### config.mk
export PLATFORM = sky130hd
export DESIGN_NAME = numeric_oscillator
export DESIGN_NICKNAME = d
export VERILOG_FILES = /design/src/rtl/nco_pkg.sv /design/src/rtl/nco_clk_if.sv /design/src/rtl/nco_clk_select.sv /design/src/rtl/numeric_oscillator.sv
export SDC_FILE = /design/constraint.sdc
export NUM_CORES = 1
export LEC_CHECK = 0
export ABC_AREA = 0
export BUFFER_PORTS_ARGS = -buffer_cell sky130_fd_sc_hd__buf_4
export CORE_MARGIN = 5
export CORE_UTILIZATION = 59
export CTS_BUF_LIST = sky130_fd_sc_hd__clkbuf_4 sky130_fd_sc_hd__clkbuf_8
export CTS_CLUSTER_SIZE = 25
export DETAILED_ROUTE_END_ITERATION = 10
export GPL_ROUTABILITY_DRIVEN = 0
export MAX_ROUTING_LAYER = met4
export PLACE_DENSITY = 0.82
export SETUP_SLACK_MARGIN = 0.2
export SYNTH_ARGS = -nofsm -noshare
export SYNTH_HDL_FRONTEND = slang
export SYNTH_SLANG_ARGS = --single-unit
### constraint.sdc
create_clock -name pclk -period 5 [get_ports pclk]
set_input_delay 0.25 -clock pclk [delete_from_list [all_inputs] [get_ports pclk]]
set_output_delay 0.25 -clock pclk [all_outputs]
set_load 0.1 [all_outputs]
### src/rtl/nco_pkg.sv
// Shared constants for the numerically controlled oscillator.
package nco_pkg;

  // Widths.
  localparam int ADDR_W = 12;
  localparam int DATA_W = 32;
  localparam int ACC_W = 20;
  localparam int PCNT_W = 8;

  // Register byte offsets on the APB.
  localparam logic [11:0] OFF_CONTROL = 12'h000;
  localparam logic [11:0] OFF_CLOCK = 12'h004;
  localparam logic [11:0] OFF_ACCL = 12'h008;
  localparam logic [11:0] OFF_ACCH = 12'h00C;
  localparam logic [11:0] OFF_ACCU = 12'h010;
  localparam logic [11:0] OFF_INCL = 12'h014;
  localparam logic [11:0] OFF_INCH = 12'h018;
  localparam logic [11:0] OFF_INCU = 12'h01C;
  localparam logic [11:0] OFF_PIN = 12'h020;

  // Field positions in the control register.
  localparam int CTL_EN_BIT = 7;
  localparam int CTL_OUT_BIT = 5;
  localparam int CTL_POL_BIT = 4;
  localparam int CTL_PFM_BIT = 0;

  // Field positions in the clock control and pin registers.
  localparam int CLK_PWS_LSB = 5;
  localparam int CLK_CKS_LSB = 0;
  localparam int PIN_EN_BIT = 0;

  // Input clock select codes.
  localparam logic [1:0] CKS_FAST = 2'h0;
  localparam logic [1:0] CKS_SYS = 2'h1;
  localparam logic [1:0] CKS_LCELL = 2'h2;
  localparam logic [1:0] CKS_RSVD = 2'h3;

  // Reset values.
  localparam logic [19:0] ACC_RST = 20'h00000;
  localparam logic [19:0] INC_RST = 20'h00001;
  localparam logic [2:0] PWS_RST = 3'h0;
  localparam logic [1:0] CKS_RST = 2'h0;

  // Input clock edges from a low-byte increment write to the buffer load.
  localparam logic [1:0] LOAD_TICK_COUNT = 2'h2;

endpackage

### src/rtl/nco_clk_if.sv
// Carries the selected input clock edge from the source selector to the core.
interface nco_clk_if;
  logic [1:0] clk_sel;
  logic tick;
  modport source (input clk_sel, output tick);
  modport core (output clk_sel, input tick);
endinterface

### src/rtl/nco_clk_select.sv
// Input clock source selector: synchronises the three sources and marks rising edges.
module nco_clk_select
(
  // System clock and reset.
  input wire logic pclk,
  input wire logic presetn,
  // Candidate input clocks, asynchronous to pclk.
  input wire logic fast_internal_osc,
  input wire logic sys_osc_clk,
  input wire logic logic_cell_one_output,
  // Selection in, edge pulse out.
  nco_clk_if.source clk_bus
);
  import nco_pkg::*;

  logic [2:0] sync1_reg;
  logic [2:0] sync1_next;
  logic [2:0] sync2_reg;
  logic [2:0] sync2_next;
  logic prev_reg;
  logic prev_next;
  logic tick_reg;
  logic tick_next;
  logic chosen;

  ////////////////////////////////////////////////////////////////////////////
  // Two-stage synchronisers, source mux and rising edge detect.
  // A source must stay below half the pclk rate or edges are lost, and a
  // change of selection may produce one spurious edge at the switch.
  always_comb
  begin
    sync1_next = {logic_cell_one_output, sys_osc_clk, fast_internal_osc};
    sync2_next = sync1_reg;
    case (clk_bus.clk_sel)
      CKS_FAST: chosen = sync2_reg[0];
      CKS_SYS: chosen = sync2_reg[1];
      CKS_LCELL: chosen = sync2_reg[2];
      default: chosen = 1'b0;
    endcase
    prev_next = chosen;
    tick_next = chosen & ~prev_reg;
  end

  // State registers.
  always_ff @(posedge pclk or negedge presetn)
  begin
    if (!presetn)
    begin
      sync1_reg <= 3'h0;
      sync2_reg <= 3'h0;
      prev_reg <= 1'b0;
      tick_reg <= 1'b0;
    end
    else
    begin
      sync1_reg <= sync1_next;
      sync2_reg <= sync2_next;
      prev_reg <= prev_next;
      tick_reg <= tick_next;
    end
  end

  assign clk_bus.tick = tick_reg;

endmodule // nco_clk_select

### src/rtl/numeric_oscillator.sv
// Numerically controlled oscillator with a 20-bit phase accumulator behind an APB slave.

// Notes on behaviour
// - 20-bit accumulator readable and writable as bytes.
// - Each input clock edge adds buffered increment.
// - Adder runs from selected input clock edges.
// - Accumulator carry out is the overflow event.
// - Three input clock sources are selectable.
// - Select codes: fast, system, logic cell, reserved.
// - Increment is 20 bits in three bytes.
// - Increment is double-buffered behind hidden registers.
// - Enabled low-byte write loads buffer second edge.
// - Disabled: buffer loads right after any write.
// - Fixed duty mode toggles output per overflow.
// - Mode bit clear fixed duty, set pulse.
// - Pulse starts at overflow, lasts selected periods.
// - Pulse width field acts only in pulse mode.
// - Width code gives two-to-the-code input periods.
// - Width beyond overflow interval keeps output steady.
// - Active and inactive levels follow polarity.
// - Polarity bit set inverts the output.
// - Every overflow raises an event.
// - Output goes to peripherals and optional pin.
module numeric_oscillator
(
  // System clock and reset.
  input wire logic pclk,
  input wire logic presetn,
  // APB slave.
  input wire logic psel,
  input wire logic penable,
  input wire logic pwrite,
  input wire logic [nco_pkg::ADDR_W-1:0] paddr,
  input wire logic [nco_pkg::DATA_W-1:0] pwdata,
  output logic [nco_pkg::DATA_W-1:0] prdata,
  output logic pready,
  output logic pslverr,
  // Input clock sources.
  input wire logic fast_internal_osc,
  input wire logic sys_osc_clk,
  input wire logic logic_cell_one_output,
  // Oscillator outputs.
  output logic osc_out,
  output logic accum_carry_event,
  output logic osc_pin_out,
  output logic osc_pin_oe
);
  import nco_pkg::*;

  ////////////////////////////////////////////////////////////////////////////
  // Helper functions.

  // True when the bus address selects the given register.
  function automatic logic hit(input logic [ADDR_W-1:0] addr, input logic [ADDR_W-1:0] off);
    return addr == off;
  endfunction

  // True for any implemented register address.
  function automatic logic mapped(input logic [ADDR_W-1:0] addr);
    return hit(addr, OFF_CONTROL) | hit(addr, OFF_CLOCK) | hit(addr, OFF_ACCL) | hit(addr, OFF_ACCH) |
      hit(addr, OFF_ACCU) | hit(addr, OFF_INCL) | hit(addr, OFF_INCH) | hit(addr, OFF_INCU) |
      hit(addr, OFF_PIN);
  endfunction

  // Active pulse length in input clock periods for a width code.
  function automatic logic [PCNT_W-1:0] pulse_span(input logic [2:0] code);
    return 8'h01 << code;
  endfunction

  ////////////////////////////////////////////////////////////////////////////
  // Declarations.

  logic ctl_en_reg;
  logic ctl_en_next;
  logic ctl_pol_reg;
  logic ctl_pol_next;
  logic ctl_pfm_reg;
  logic ctl_pfm_next;
  logic [2:0] pws_reg;
  logic [2:0] pws_next;
  logic [1:0] cks_reg;
  logic [1:0] cks_next;
  logic pin_en_reg;
  logic pin_en_next;
  logic [ACC_W-1:0] inc_reg;
  logic [ACC_W-1:0] inc_next;
  logic [DATA_W-1:0] prdata_reg;
  logic [DATA_W-1:0] prdata_next;
  logic pready_reg;
  logic pready_next;
  logic pslverr_reg;
  logic pslverr_next;

  logic [ACC_W-1:0] acc_reg;
  logic [ACC_W-1:0] acc_next;
  logic [ACC_W-1:0] inc_buf_reg;
  logic [ACC_W-1:0] inc_buf_next;
  logic load_pending_reg;
  logic load_pending_next;
  logic [1:0] load_ticks_reg;
  logic [1:0] load_ticks_next;

  logic toggle_reg;
  logic toggle_next;
  logic active_reg;
  logic active_next;
  logic [PCNT_W-1:0] pulse_cnt_reg;
  logic [PCNT_W-1:0] pulse_cnt_next;
  logic out_reg;
  logic out_next;
  logic pin_out_reg;
  logic pin_out_next;
  logic pin_oe_reg;
  logic pin_oe_next;
  logic event_reg;
  logic event_next;

  logic wr_cycle;
  logic acc_wr;
  logic incl_wr;
  logic inc_any_wr;
  logic tick;
  logic tick_en;
  logic carry;
  logic raw_level;
  logic [ACC_W:0] acc_sum;
  logic [PCNT_W-1:0] span_now;

  nco_clk_if clk_bus ();

  ////////////////////////////////////////////////////////////////////////////
  // Input clock selection.

  // The selector turns the chosen asynchronous source into one-pclk edge pulses.
  nco_clk_select u_clk_select
  (
    .pclk(pclk),
    .presetn(presetn),
    .fast_internal_osc(fast_internal_osc),
    .sys_osc_clk(sys_osc_clk),
    .logic_cell_one_output(logic_cell_one_output),
    .clk_bus(clk_bus.source)
  );

  assign clk_bus.clk_sel = cks_reg;
  assign tick = clk_bus.tick;
  assign tick_en = tick & ctl_en_reg;

  ////////////////////////////////////////////////////////////////////////////
  // APB decode and software-visible registers.

  // A write takes effect only at the access edge where pready is high.
  assign wr_cycle = psel & penable & pready_reg & pwrite;
  assign acc_wr = wr_cycle & (hit(paddr, OFF_ACCL) | hit(paddr, OFF_ACCH) | hit(paddr, OFF_ACCU));
  assign incl_wr = wr_cycle & hit(paddr, OFF_INCL);
  assign inc_any_wr = wr_cycle & (hit(paddr, OFF_INCL) | hit(paddr, OFF_INCH) | hit(paddr, OFF_INCU));

  // Read data is prepared in the setup cycle so the slave never inserts waits.
  always_comb
  begin
    ctl_en_next = ctl_en_reg;
    ctl_pol_next = ctl_pol_reg;
    ctl_pfm_next = ctl_pfm_reg;
    pws_next = pws_reg;
    cks_next = cks_reg;
    pin_en_next = pin_en_reg;
    inc_next = inc_reg;
    pready_next = psel & ~penable;
    pslverr_next = psel & ~penable & ~mapped(paddr);
    prdata_next = prdata_reg;
    if (psel & ~penable & ~pwrite)
    begin
      prdata_next = '0;
      case (paddr)
        OFF_CONTROL:
        begin
          prdata_next[CTL_EN_BIT] = ctl_en_reg;
          prdata_next[CTL_OUT_BIT] = out_reg;
          prdata_next[CTL_POL_BIT] = ctl_pol_reg;
          prdata_next[CTL_PFM_BIT] = ctl_pfm_reg;
        end
        OFF_CLOCK:
        begin
          prdata_next[CLK_PWS_LSB +: 3] = pws_reg;
          prdata_next[CLK_CKS_LSB +: 2] = cks_reg;
        end
        OFF_ACCL: prdata_next[7:0] = acc_reg[7:0];
        OFF_ACCH: prdata_next[7:0] = acc_reg[15:8];
        OFF_ACCU: prdata_next[3:0] = acc_reg[19:16];
        OFF_INCL: prdata_next[7:0] = inc_reg[7:0];
        OFF_INCH: prdata_next[7:0] = inc_reg[15:8];
        OFF_INCU: prdata_next[3:0] = inc_reg[19:16];
        OFF_PIN: prdata_next[PIN_EN_BIT] = pin_en_reg;
        default: prdata_next = '0;
      endcase
    end
    if (wr_cycle)
    begin
      case (paddr)
        OFF_CONTROL:
        begin
          ctl_en_next = pwdata[CTL_EN_BIT];
          ctl_pol_next = pwdata[CTL_POL_BIT];
          ctl_pfm_next = pwdata[CTL_PFM_BIT];
        end
        OFF_CLOCK:
        begin
          pws_next = pwdata[CLK_PWS_LSB +: 3];
          cks_next = pwdata[CLK_CKS_LSB +: 2];
        end
        OFF_INCL: inc_next[7:0] = pwdata[7:0];
        OFF_INCH: inc_next[15:8] = pwdata[7:0];
        OFF_INCU: inc_next[19:16] = pwdata[3:0];
        OFF_PIN: pin_en_next = pwdata[PIN_EN_BIT];
        default: inc_next = inc_reg;
      endcase
    end
  end

  // Register stage of the bus group.
  always_ff @(posedge pclk or negedge presetn)
  begin
    if (!presetn)
    begin
      ctl_en_reg <= 1'b0;
      ctl_pol_reg <= 1'b0;
      ctl_pfm_reg <= 1'b0;
      pws_reg <= PWS_RST;
      cks_reg <= CKS_RST;
      pin_en_reg <= 1'b0;
      inc_reg <= INC_RST;
      prdata_reg <= '0;
      pready_reg <= 1'b0;
      pslverr_reg <= 1'b0;
    end
    else
    begin
      ctl_en_reg <= ctl_en_next;
      ctl_pol_reg <= ctl_pol_next;
      ctl_pfm_reg <= ctl_pfm_next;
      pws_reg <= pws_next;
      cks_reg <= cks_next;
      pin_en_reg <= pin_en_next;
      inc_reg <= inc_next;
      prdata_reg <= prdata_next;
      pready_reg <= pready_next;
      pslverr_reg <= pslverr_next;
    end
  end

  assign prdata = prdata_reg;
  assign pready = pready_reg;
  assign pslverr = pslverr_reg;

  ////////////////////////////////////////////////////////////////////////////
  // Accumulator and increment buffer.

  // One extra bit keeps the carry that marks an overflow.
  assign acc_sum = {1'b0, acc_reg} + {1'b0, inc_buf_reg};
  assign carry = tick_en & acc_sum[ACC_W];

  // A software write to the accumulator beats a concurrent addition; doing
  // that while enabled corrupts the phase, which software must avoid.
  always_comb
  begin
    acc_next = acc_reg;
    inc_buf_next = inc_buf_reg;
    load_pending_next = load_pending_reg;
    load_ticks_next = load_ticks_reg;
    if (tick_en)
    begin
      acc_next = acc_sum[ACC_W-1:0];
    end
    if (wr_cycle & hit(paddr, OFF_ACCL))
    begin
      acc_next[7:0] = pwdata[7:0];
    end
    if (wr_cycle & hit(paddr, OFF_ACCH))
    begin
      acc_next[15:8] = pwdata[7:0];
    end
    if (wr_cycle & hit(paddr, OFF_ACCU))
    begin
      acc_next[19:16] = pwdata[3:0];
    end
    // Count input edges after a low-byte write; the second one loads all bytes.
    if (load_pending_reg & tick)
    begin
      if (load_ticks_reg == LOAD_TICK_COUNT - 2'h1)
      begin
        inc_buf_next = inc_reg;
        load_pending_next = 1'b0;
        load_ticks_next = 2'h0;
      end
      else
      begin
        load_ticks_next = load_ticks_reg + 2'h1;
      end
    end
    if (!ctl_en_reg)
    begin
      load_pending_next = 1'b0;
      load_ticks_next = 2'h0;
      if (inc_any_wr)
      begin
        inc_buf_next = inc_next;
      end
    end
    else if (incl_wr)
    begin
      // A fresh low-byte write restarts the count, so the last value wins.
      load_pending_next = 1'b1;
      load_ticks_next = 2'h0;
    end
  end

  // Register stage of the accumulator group.
  always_ff @(posedge pclk or negedge presetn)
  begin
    if (!presetn)
    begin
      acc_reg <= ACC_RST;
      inc_buf_reg <= INC_RST;
      load_pending_reg <= 1'b0;
      load_ticks_reg <= 2'h0;
    end
    else
    begin
      acc_reg <= acc_next;
      inc_buf_reg <= inc_buf_next;
      load_pending_reg <= load_pending_next;
      load_ticks_reg <= load_ticks_next;
    end
  end

  ////////////////////////////////////////////////////////////////////////////
  // Output shaping: toggle, pulse stretch, polarity, pin and event.

  assign span_now = pulse_span(pws_reg);
  assign raw_level = ctl_pfm_reg ? active_reg : toggle_reg;

  // An overflow during an active pulse reloads the width, so a pulse longer
  // than the overflow interval leaves the output steadily active.
  always_comb
  begin
    toggle_next = toggle_reg;
    active_next = active_reg;
    pulse_cnt_next = pulse_cnt_reg;
    if (carry)
    begin
      toggle_next = ~toggle_reg;
      active_next = 1'b1;
      pulse_cnt_next = span_now - 8'h01;
    end
    else if (tick & active_reg)
    begin
      if (pulse_cnt_reg == 8'h00)
      begin
        active_next = 1'b0;
      end
      else
      begin
        pulse_cnt_next = pulse_cnt_reg - 8'h01;
      end
    end
    if (!ctl_en_reg)
    begin
      toggle_next = 1'b0;
      active_next = 1'b0;
      pulse_cnt_next = 8'h00;
    end
    out_next = raw_level ^ ctl_pol_reg;
    pin_out_next = raw_level ^ ctl_pol_reg;
    pin_oe_next = pin_en_reg;
    event_next = carry;
  end

  // Register stage of the output group.
  always_ff @(posedge pclk or negedge presetn)
  begin
    if (!presetn)
    begin
      toggle_reg <= 1'b0;
      active_reg <= 1'b0;
      pulse_cnt_reg <= 8'h00;
      out_reg <= 1'b0;
      pin_out_reg <= 1'b0;
      pin_oe_reg <= 1'b0;
      event_reg <= 1'b0;
    end
    else
    begin
      toggle_reg <= toggle_next;
      active_reg <= active_next;
      pulse_cnt_reg <= pulse_cnt_next;
      out_reg <= out_next;
      pin_out_reg <= pin_out_next;
      pin_oe_reg <= pin_oe_next;
      event_reg <= event_next;
    end
  end

  assign osc_out = out_reg;
  assign osc_pin_out = pin_out_reg;
  assign osc_pin_oe = pin_oe_reg;
  assign accum_carry_event = event_reg;
endmodule // numeric_oscillator

# After elaboration in Yosys (flattened, before gate mapping)
# Cells that the tools add are included.
# totals
reg_bits	103
latchBits	0
ram_bits	0
rom_bits	0
input_bits	52
output_inout_bits	38
word_cells	131
memories	0
# op_classes
addsub	4
mul	0
div_mod_pow	0
n_lt_le_gt_ge	0
eq_ne	17
shifts	1
muxes	39
bitwise_logic	32
n_reduce_logical	12
# ops
cell	count
2-to-1 mux 20 bit	6
2-to-1 mux 8 bit	8
equality test 12 x 5 -> 1 bit (second input constant)	4
equality test 12 x 4 -> 1 bit (second input constant)	2
adder 20 x 20 -> 21 bit	1
bitwise AND 1 bit	16
subtractor 8 x 1 -> 8 bit (second input constant)	2
equality test 12 x 3 -> 1 bit (second input constant)	1
equality test 12 x 6 -> 1 bit (second input constant)	1
zero test 12 bit	1
inequality test 3 x 1 -> 1 bit (second input constant)	4
one-hot mux 1 bit (6 select lines)	2
one-hot mux 2 bit (6 select lines)	1
AND reduction 2 bit	6
2-to-1 mux 1 bit	11
OR 1 bit	10
one-hot mux 1 bit (5 select lines)	2
one-hot mux 1 bit (9 select lines)	1
zero test 8 bit	1
2-to-1 mux 2 bit	4
2-to-1 mux 4 bit	2
left shift 1 x 3 -> 8 bit (first input constant)	1
one-hot mux 1 bit (7 select lines)	1
nonzero test 2 bit	3
other kinds (9)	14

# Depth between registers and ports, before layout
# logic_depth
depth_word	11
ltp_mapped	19
depth_no_buf	16

# Hierarchy
# A second synthesis with hierarchy kept.
# hier_totals
hier_cells	683
area_unflattened_um2	6216.0
# modules_own_cells
mod	instances	cells_per_inst	area_each_um2	seq_area_each_um2
numeric_oscillator	1	670	5973.2	2379.8
nco_clk_select	1	13	242.7	200.2

# Worst setup path before layout
# Ideal clock, no wire load.
# synth_path
path_type	register to register
startpoint	reg acc_reg[0]
endpoint	reg pulse_cnt_reg[4]
setup_ns	0.090
arrival_time_ns	3.515
required_time_ns	4.910
slack_ns	1.395
path_stages_with_launch	20
n_path_buf	3
period_less_slack_ns	3.605
path_cell_list	dfrtp_1 -> ha_1 -> fa_1 -> a211oi_2 -> o21bai_1 -> o21ba_4 -> a21oi_2 -> o221a_2 -> buf_6 -> clkbuf_1 -> nor4b_1 -> a21oi_1 -> ha_1 -> clkbuf_1 -> nand3_1 -> nand2_1 -> a21o_1 -> nand3_1 -> o32a_1 -> o2111ai_1
# synth_between
elab_chain_len	4
word_cells_on_any_way	7
cone_classes	add/sub (1); eq/ne (2); mux (2); bitwise (1); reduce/logical (1)
# synth_rtl
item	line	source
from (decl)	numeric_oscillator.sv:94	logic [ACC_W-1:0] acc_reg;
from (signal assigned)	numeric_oscillator.sv:329	acc_reg <= acc_next;
adder 20 x 20 -> 21 bit (*)	numeric_oscillator.sv:259	assign acc_sum = {1'b0, acc_reg} + {1'b0, inc_buf_reg};
bitwise AND 1 bit (*)	numeric_oscillator.sv:260	assign carry = tick_en & acc_sum[ACC_W];
inequality test 3 bit (no source line), or another cell as far along	--	
AND reduction 2 bit (no source line) or 2-to-1 mux 8 bit (tied branches)	--	
to (signal assigned)	numeric_oscillator.sv:395	pulse_cnt_reg <= pulse_cnt_next;
to (decl)	numeric_oscillator.sv:107	logic [PCNT_W-1:0] pulse_cnt_reg;
# Mark *: on every way between the ends. The rest lies on a longest branch, timed or not.
# A chain may end at the register's enable or synchronous reset.

# Final worst setup path
# layout_path
startpoint	reg acc_reg[0]
endpoint	reg pulse_cnt_reg[4]
# layout_between
elab_chain_len	4
word_cells_on_any_way	7
cone_classes	add/sub (1); eq/ne (2); mux (2); bitwise (1); reduce/logical (1)
# layout_rtl
item	line	source
adder 20 x 20 -> 21 bit (*)	numeric_oscillator.sv:259	
bitwise AND 1 bit (*)	numeric_oscillator.sv:260	
via carry	numeric_oscillator.sv:124	logic carry;
inequality test 3 bit (no source line), or another cell as far along	--	
AND reduction 2 bit (no source line) or 2-to-1 mux 8 bit (tied branches)	--	
# The timed path passes the listed nets; every way through them passes the cells marked *.

==> metrics.md <==
| Metric | Value |
|---|---|
| CTS tree | `done` |
| Max cap viols | `0` |
| Synth Area in Compound Gates | `0.182` |
| Critical Path Fanout Max | `16` |
| Relative slew slack | `0.444` |
| Die area | `0.0123 mm^2` |
| Row cnt | `37` |
| H-Tree Depth | `3` |
| Post CTS Setup Buffer Count | `0` |
| Hold Startpoint | `penable` |
| Post-synthesis cell type count | `69` |
| Adder-cell area share of the yosys netlist | `0.0469` |
| GRT Total Usage | `0.274` |
| Overall Power | `2360 uW` |
| Die Span X | `111 um` |
| Height of the die | `111 um` |
| I/O Buffers | `41` |
| Register area share after synthesis | `0.428` |
| Slew Limit Fails | `0` |
| Tmin final | `4.00 ns` |
| Largest area contributor in the netlist | `dfrtp_1` |
| Total congestion overflow | `0` |
| Leak | `0.00301 uW` |
| Fill count | `778` |
| Pin count of the biggest net entering global routing | `56` |
| Residual DRC count | `0` |
| Unrepaired setup endpoints after global routing | `no` |
| Critical path arrival | `4.30 ns` |
| Post-synth EDFFs | `0` |
| Setup TNS | `0 ns` |
| Hold/Removal Path Class | `input pin to flop` |
| Required time worst endpoint | `5.30 ns` |
| Routed via count | `5109` |
| Synthesized cell area | `0.00603 mm^2` |
| Via count of the first global-routing pass | `5023` |
| Worst-Skew Late Latency | `0.38 ns` |
| IO Count | `90` |
| Core box area | `0.0101 mm^2` |
| Root Buffer | `clkbuf_8` |
| VDD IR max | `0.307 mV` |
| Iteration count of the initial detailed-routing pass | `7` |
| CTS buffer count | `9` |
| Reg2reg start | `acc_reg[0]` |
| DRT antenna net count | `0` |
| Hold Slack | `0.0721 ns` |
| Crit end category | `flop` |
| Flops & latches, synth | `103` |
| FMAX | `250 MHz` |
| CP startpoint kind | `flop` |
| XOR/XNOR share of the synthesized area | `0.0291` |
| Final Hold Viols | `0` |
| Final setup skew | `0.00789 ns` |
| FF-to-FF setup slack | `1.0 ns` |
| Worst Hold Endpoint | `pready` |
| Post-synth top area share | `0.419` |
| Final worst slack | `0.999 ns` |
| Vias per inst | `6.39` |
| Setup WS pre-CTS | `1.10 ns` |
| Tcrit/Tclk final | `0.800` |
| Final nets | `732` |
| R2R Path End | `pulse_cnt_reg[4]` |
| First-pass GRT wire length | `26300 um` |
| Hpwl dp | `11800 um` |
| Starting DRC count in detailed routing | `579` |
| Worst-Margin Slew | `0.828 ns` |
| Simple-gate portion of the synthesized area | `0.176` |
| Largest family of logic cells by synthesized area | `compound AO/OA/AOI/OAI gates` |
| Initial antenna violation count | `0` |
| Mean routed wirelength per cell | `20.2 um` |
| Clk sinks | `103` |
| Final WL | `16100 um` |
| Mux cell area share after synthesis | `0.0814` |
| Share of post-route cells with drive strength above 1 | `0.166` |
| PwrDens | `360 mW/mm^2` |
| Deepest clock path buffer count | `2` |
| Ys async rst share | `1.00` |
| Setup violators final | `0` |
| Clock slew at reported path FFs | `0.10 ns` |
| Commonest register cell after synthesis | `dfrtp_1` |
| ANT cells | `0` |
| Yosys warns | `0` |
| R2r worst-path depth | `16` |
| Synth-to-layout area growth | `8.74%` |
| Hold path depth | `2` |
| Non-Filler Instances | `799` |
| Setup Crit Path Kind | `flop to flop` |
| Placed insts | `779` |
| Synth top area cells | `dfrtp_1 (42%), mux2_2 (6.0%), nand2_1 (5.1%), ha_1 (4.4%), a21oi_1 (3.2%)` |
| Mapped Cells | `630` |
| Mapped Avg Cell Area | `9.57 um^2` |
| Initial Util | `0.595` |
| Outcome | `completed` |
report_power, final:
group | total, uW | switching, uW | internal (uW)
combinational | 769 | 502 | 266
sequential | 1030 | 103 | 932
clock | 556 | 289 | 267
cells by family after synthesis:
kind of cell / after synthesis
buffers and inverters: 60
AND/OR/NAND/NOR: 215
flip-flops: 103
other: 1
multiplexers: 45
adder cells (fa/ha/maj): 22
XOR/XNOR: 20
AO/OA/AOI/OAI: 164
critical path: stages, from the launching register on:
cell and delay, ns:
dfrtp_1 0.42, ha_1 0.26, fa_1 0.45, a211oi_2 0.26
o21bai_1 0.15, o21ba_4 0.24, a21oi_2 0.23, o221a_2 0.47
inv_4 0.11, mux2i_1 0.18, ha_1 0.36, nand3_1 0.14
nand2_1 0.11, a21o_1 0.09, nand3_1 0.07, o32a_1 0.19
o2111ai_1 0.19
metal layers:
metal  routed length [um]  GRT usage
met1                 6280      0.357
met2                 7890      0.439
met3                 1450     0.0508
met4                  497     0.0835
met5                    0          -
repair_timing:
action	4_1_cts	5_1_grt
endpoints found under the setup margin	0	0
resized for setup	0	0
hold buffers	4	0
hold endpoints to repair	55	0
layout by cell type, fill, tap and decap left out, types with 5 or more instances in the layout:
master and instances:
mux2i_1 13, buf_4 44, conb_1 24, a21oi_1 39, inv_1 5, nor4_1 7
nand2_1 82, a22oi_1 22, o21ai_0 33, ha_1 21, nand2b_1 5, nand4_1 6
mux2_2 32, nor2_1 46, nor2b_1 5, nand3_1 11, a211oi_1 10, and3_1 10
a21o_1 12, xnor2_1 16, clkbuf_8 11, dfrtp_1 101, nor3_1 13
cell type report:
| type | instances | area [um^2] | share of cell area |
|---|---|---|---|
| clock buffer | 12 | 159 | 0.0242 |
| clock inverter | 4 | 52.6 | 0.00802 |
| tap | 136 | 170 | 0.0260 |
| timing repair buffer | 48 | 370 | 0.0565 |
| sequential | 103 | 2580 | 0.394 |
| inverter | 6 | 25.0 | 0.00382 |
| multi-input combinational | 490 | 3200 | 0.488 |
cells in the mapped netlist, types with 12 or more instances:
master    instances
nor3_1           13
o21ai_0          33
clkbuf_1         27
xnor2_1          16
a21o_1           12
ha_1             21
a21oi_1          39
nor2_1           46
a22oi_1          22
mux2i_1          13
nand2_1          82
dfrtp_1         101
mux2_2           32
buf_4            25
how the worst max path moves through the flow:
stage / endpoint / from
global placement: pulse_cnt_reg[4] / acc_reg[0]
global route: pulse_cnt_reg[4] / acc_reg[0]
finish: pulse_cnt_reg[4] / acc_reg[0]
CTS: pulse_cnt_reg[4] / acc_reg[0]
detailed placement: pulse_cnt_reg[4] / acc_reg[0]
floorplan: pulse_cnt_reg[4] / acc_reg[0]
per-stage QoR:
stage          area [um^2]  utilization
2_1_floorplan         6110            -
3_3_place_gp          6300        0.622
3_5_place_dp          6300        0.622
4_1_cts               6560        0.647
5_1_grt               6560        0.647
6_report              6560        0.647
(Power assumes the default switching activity.)
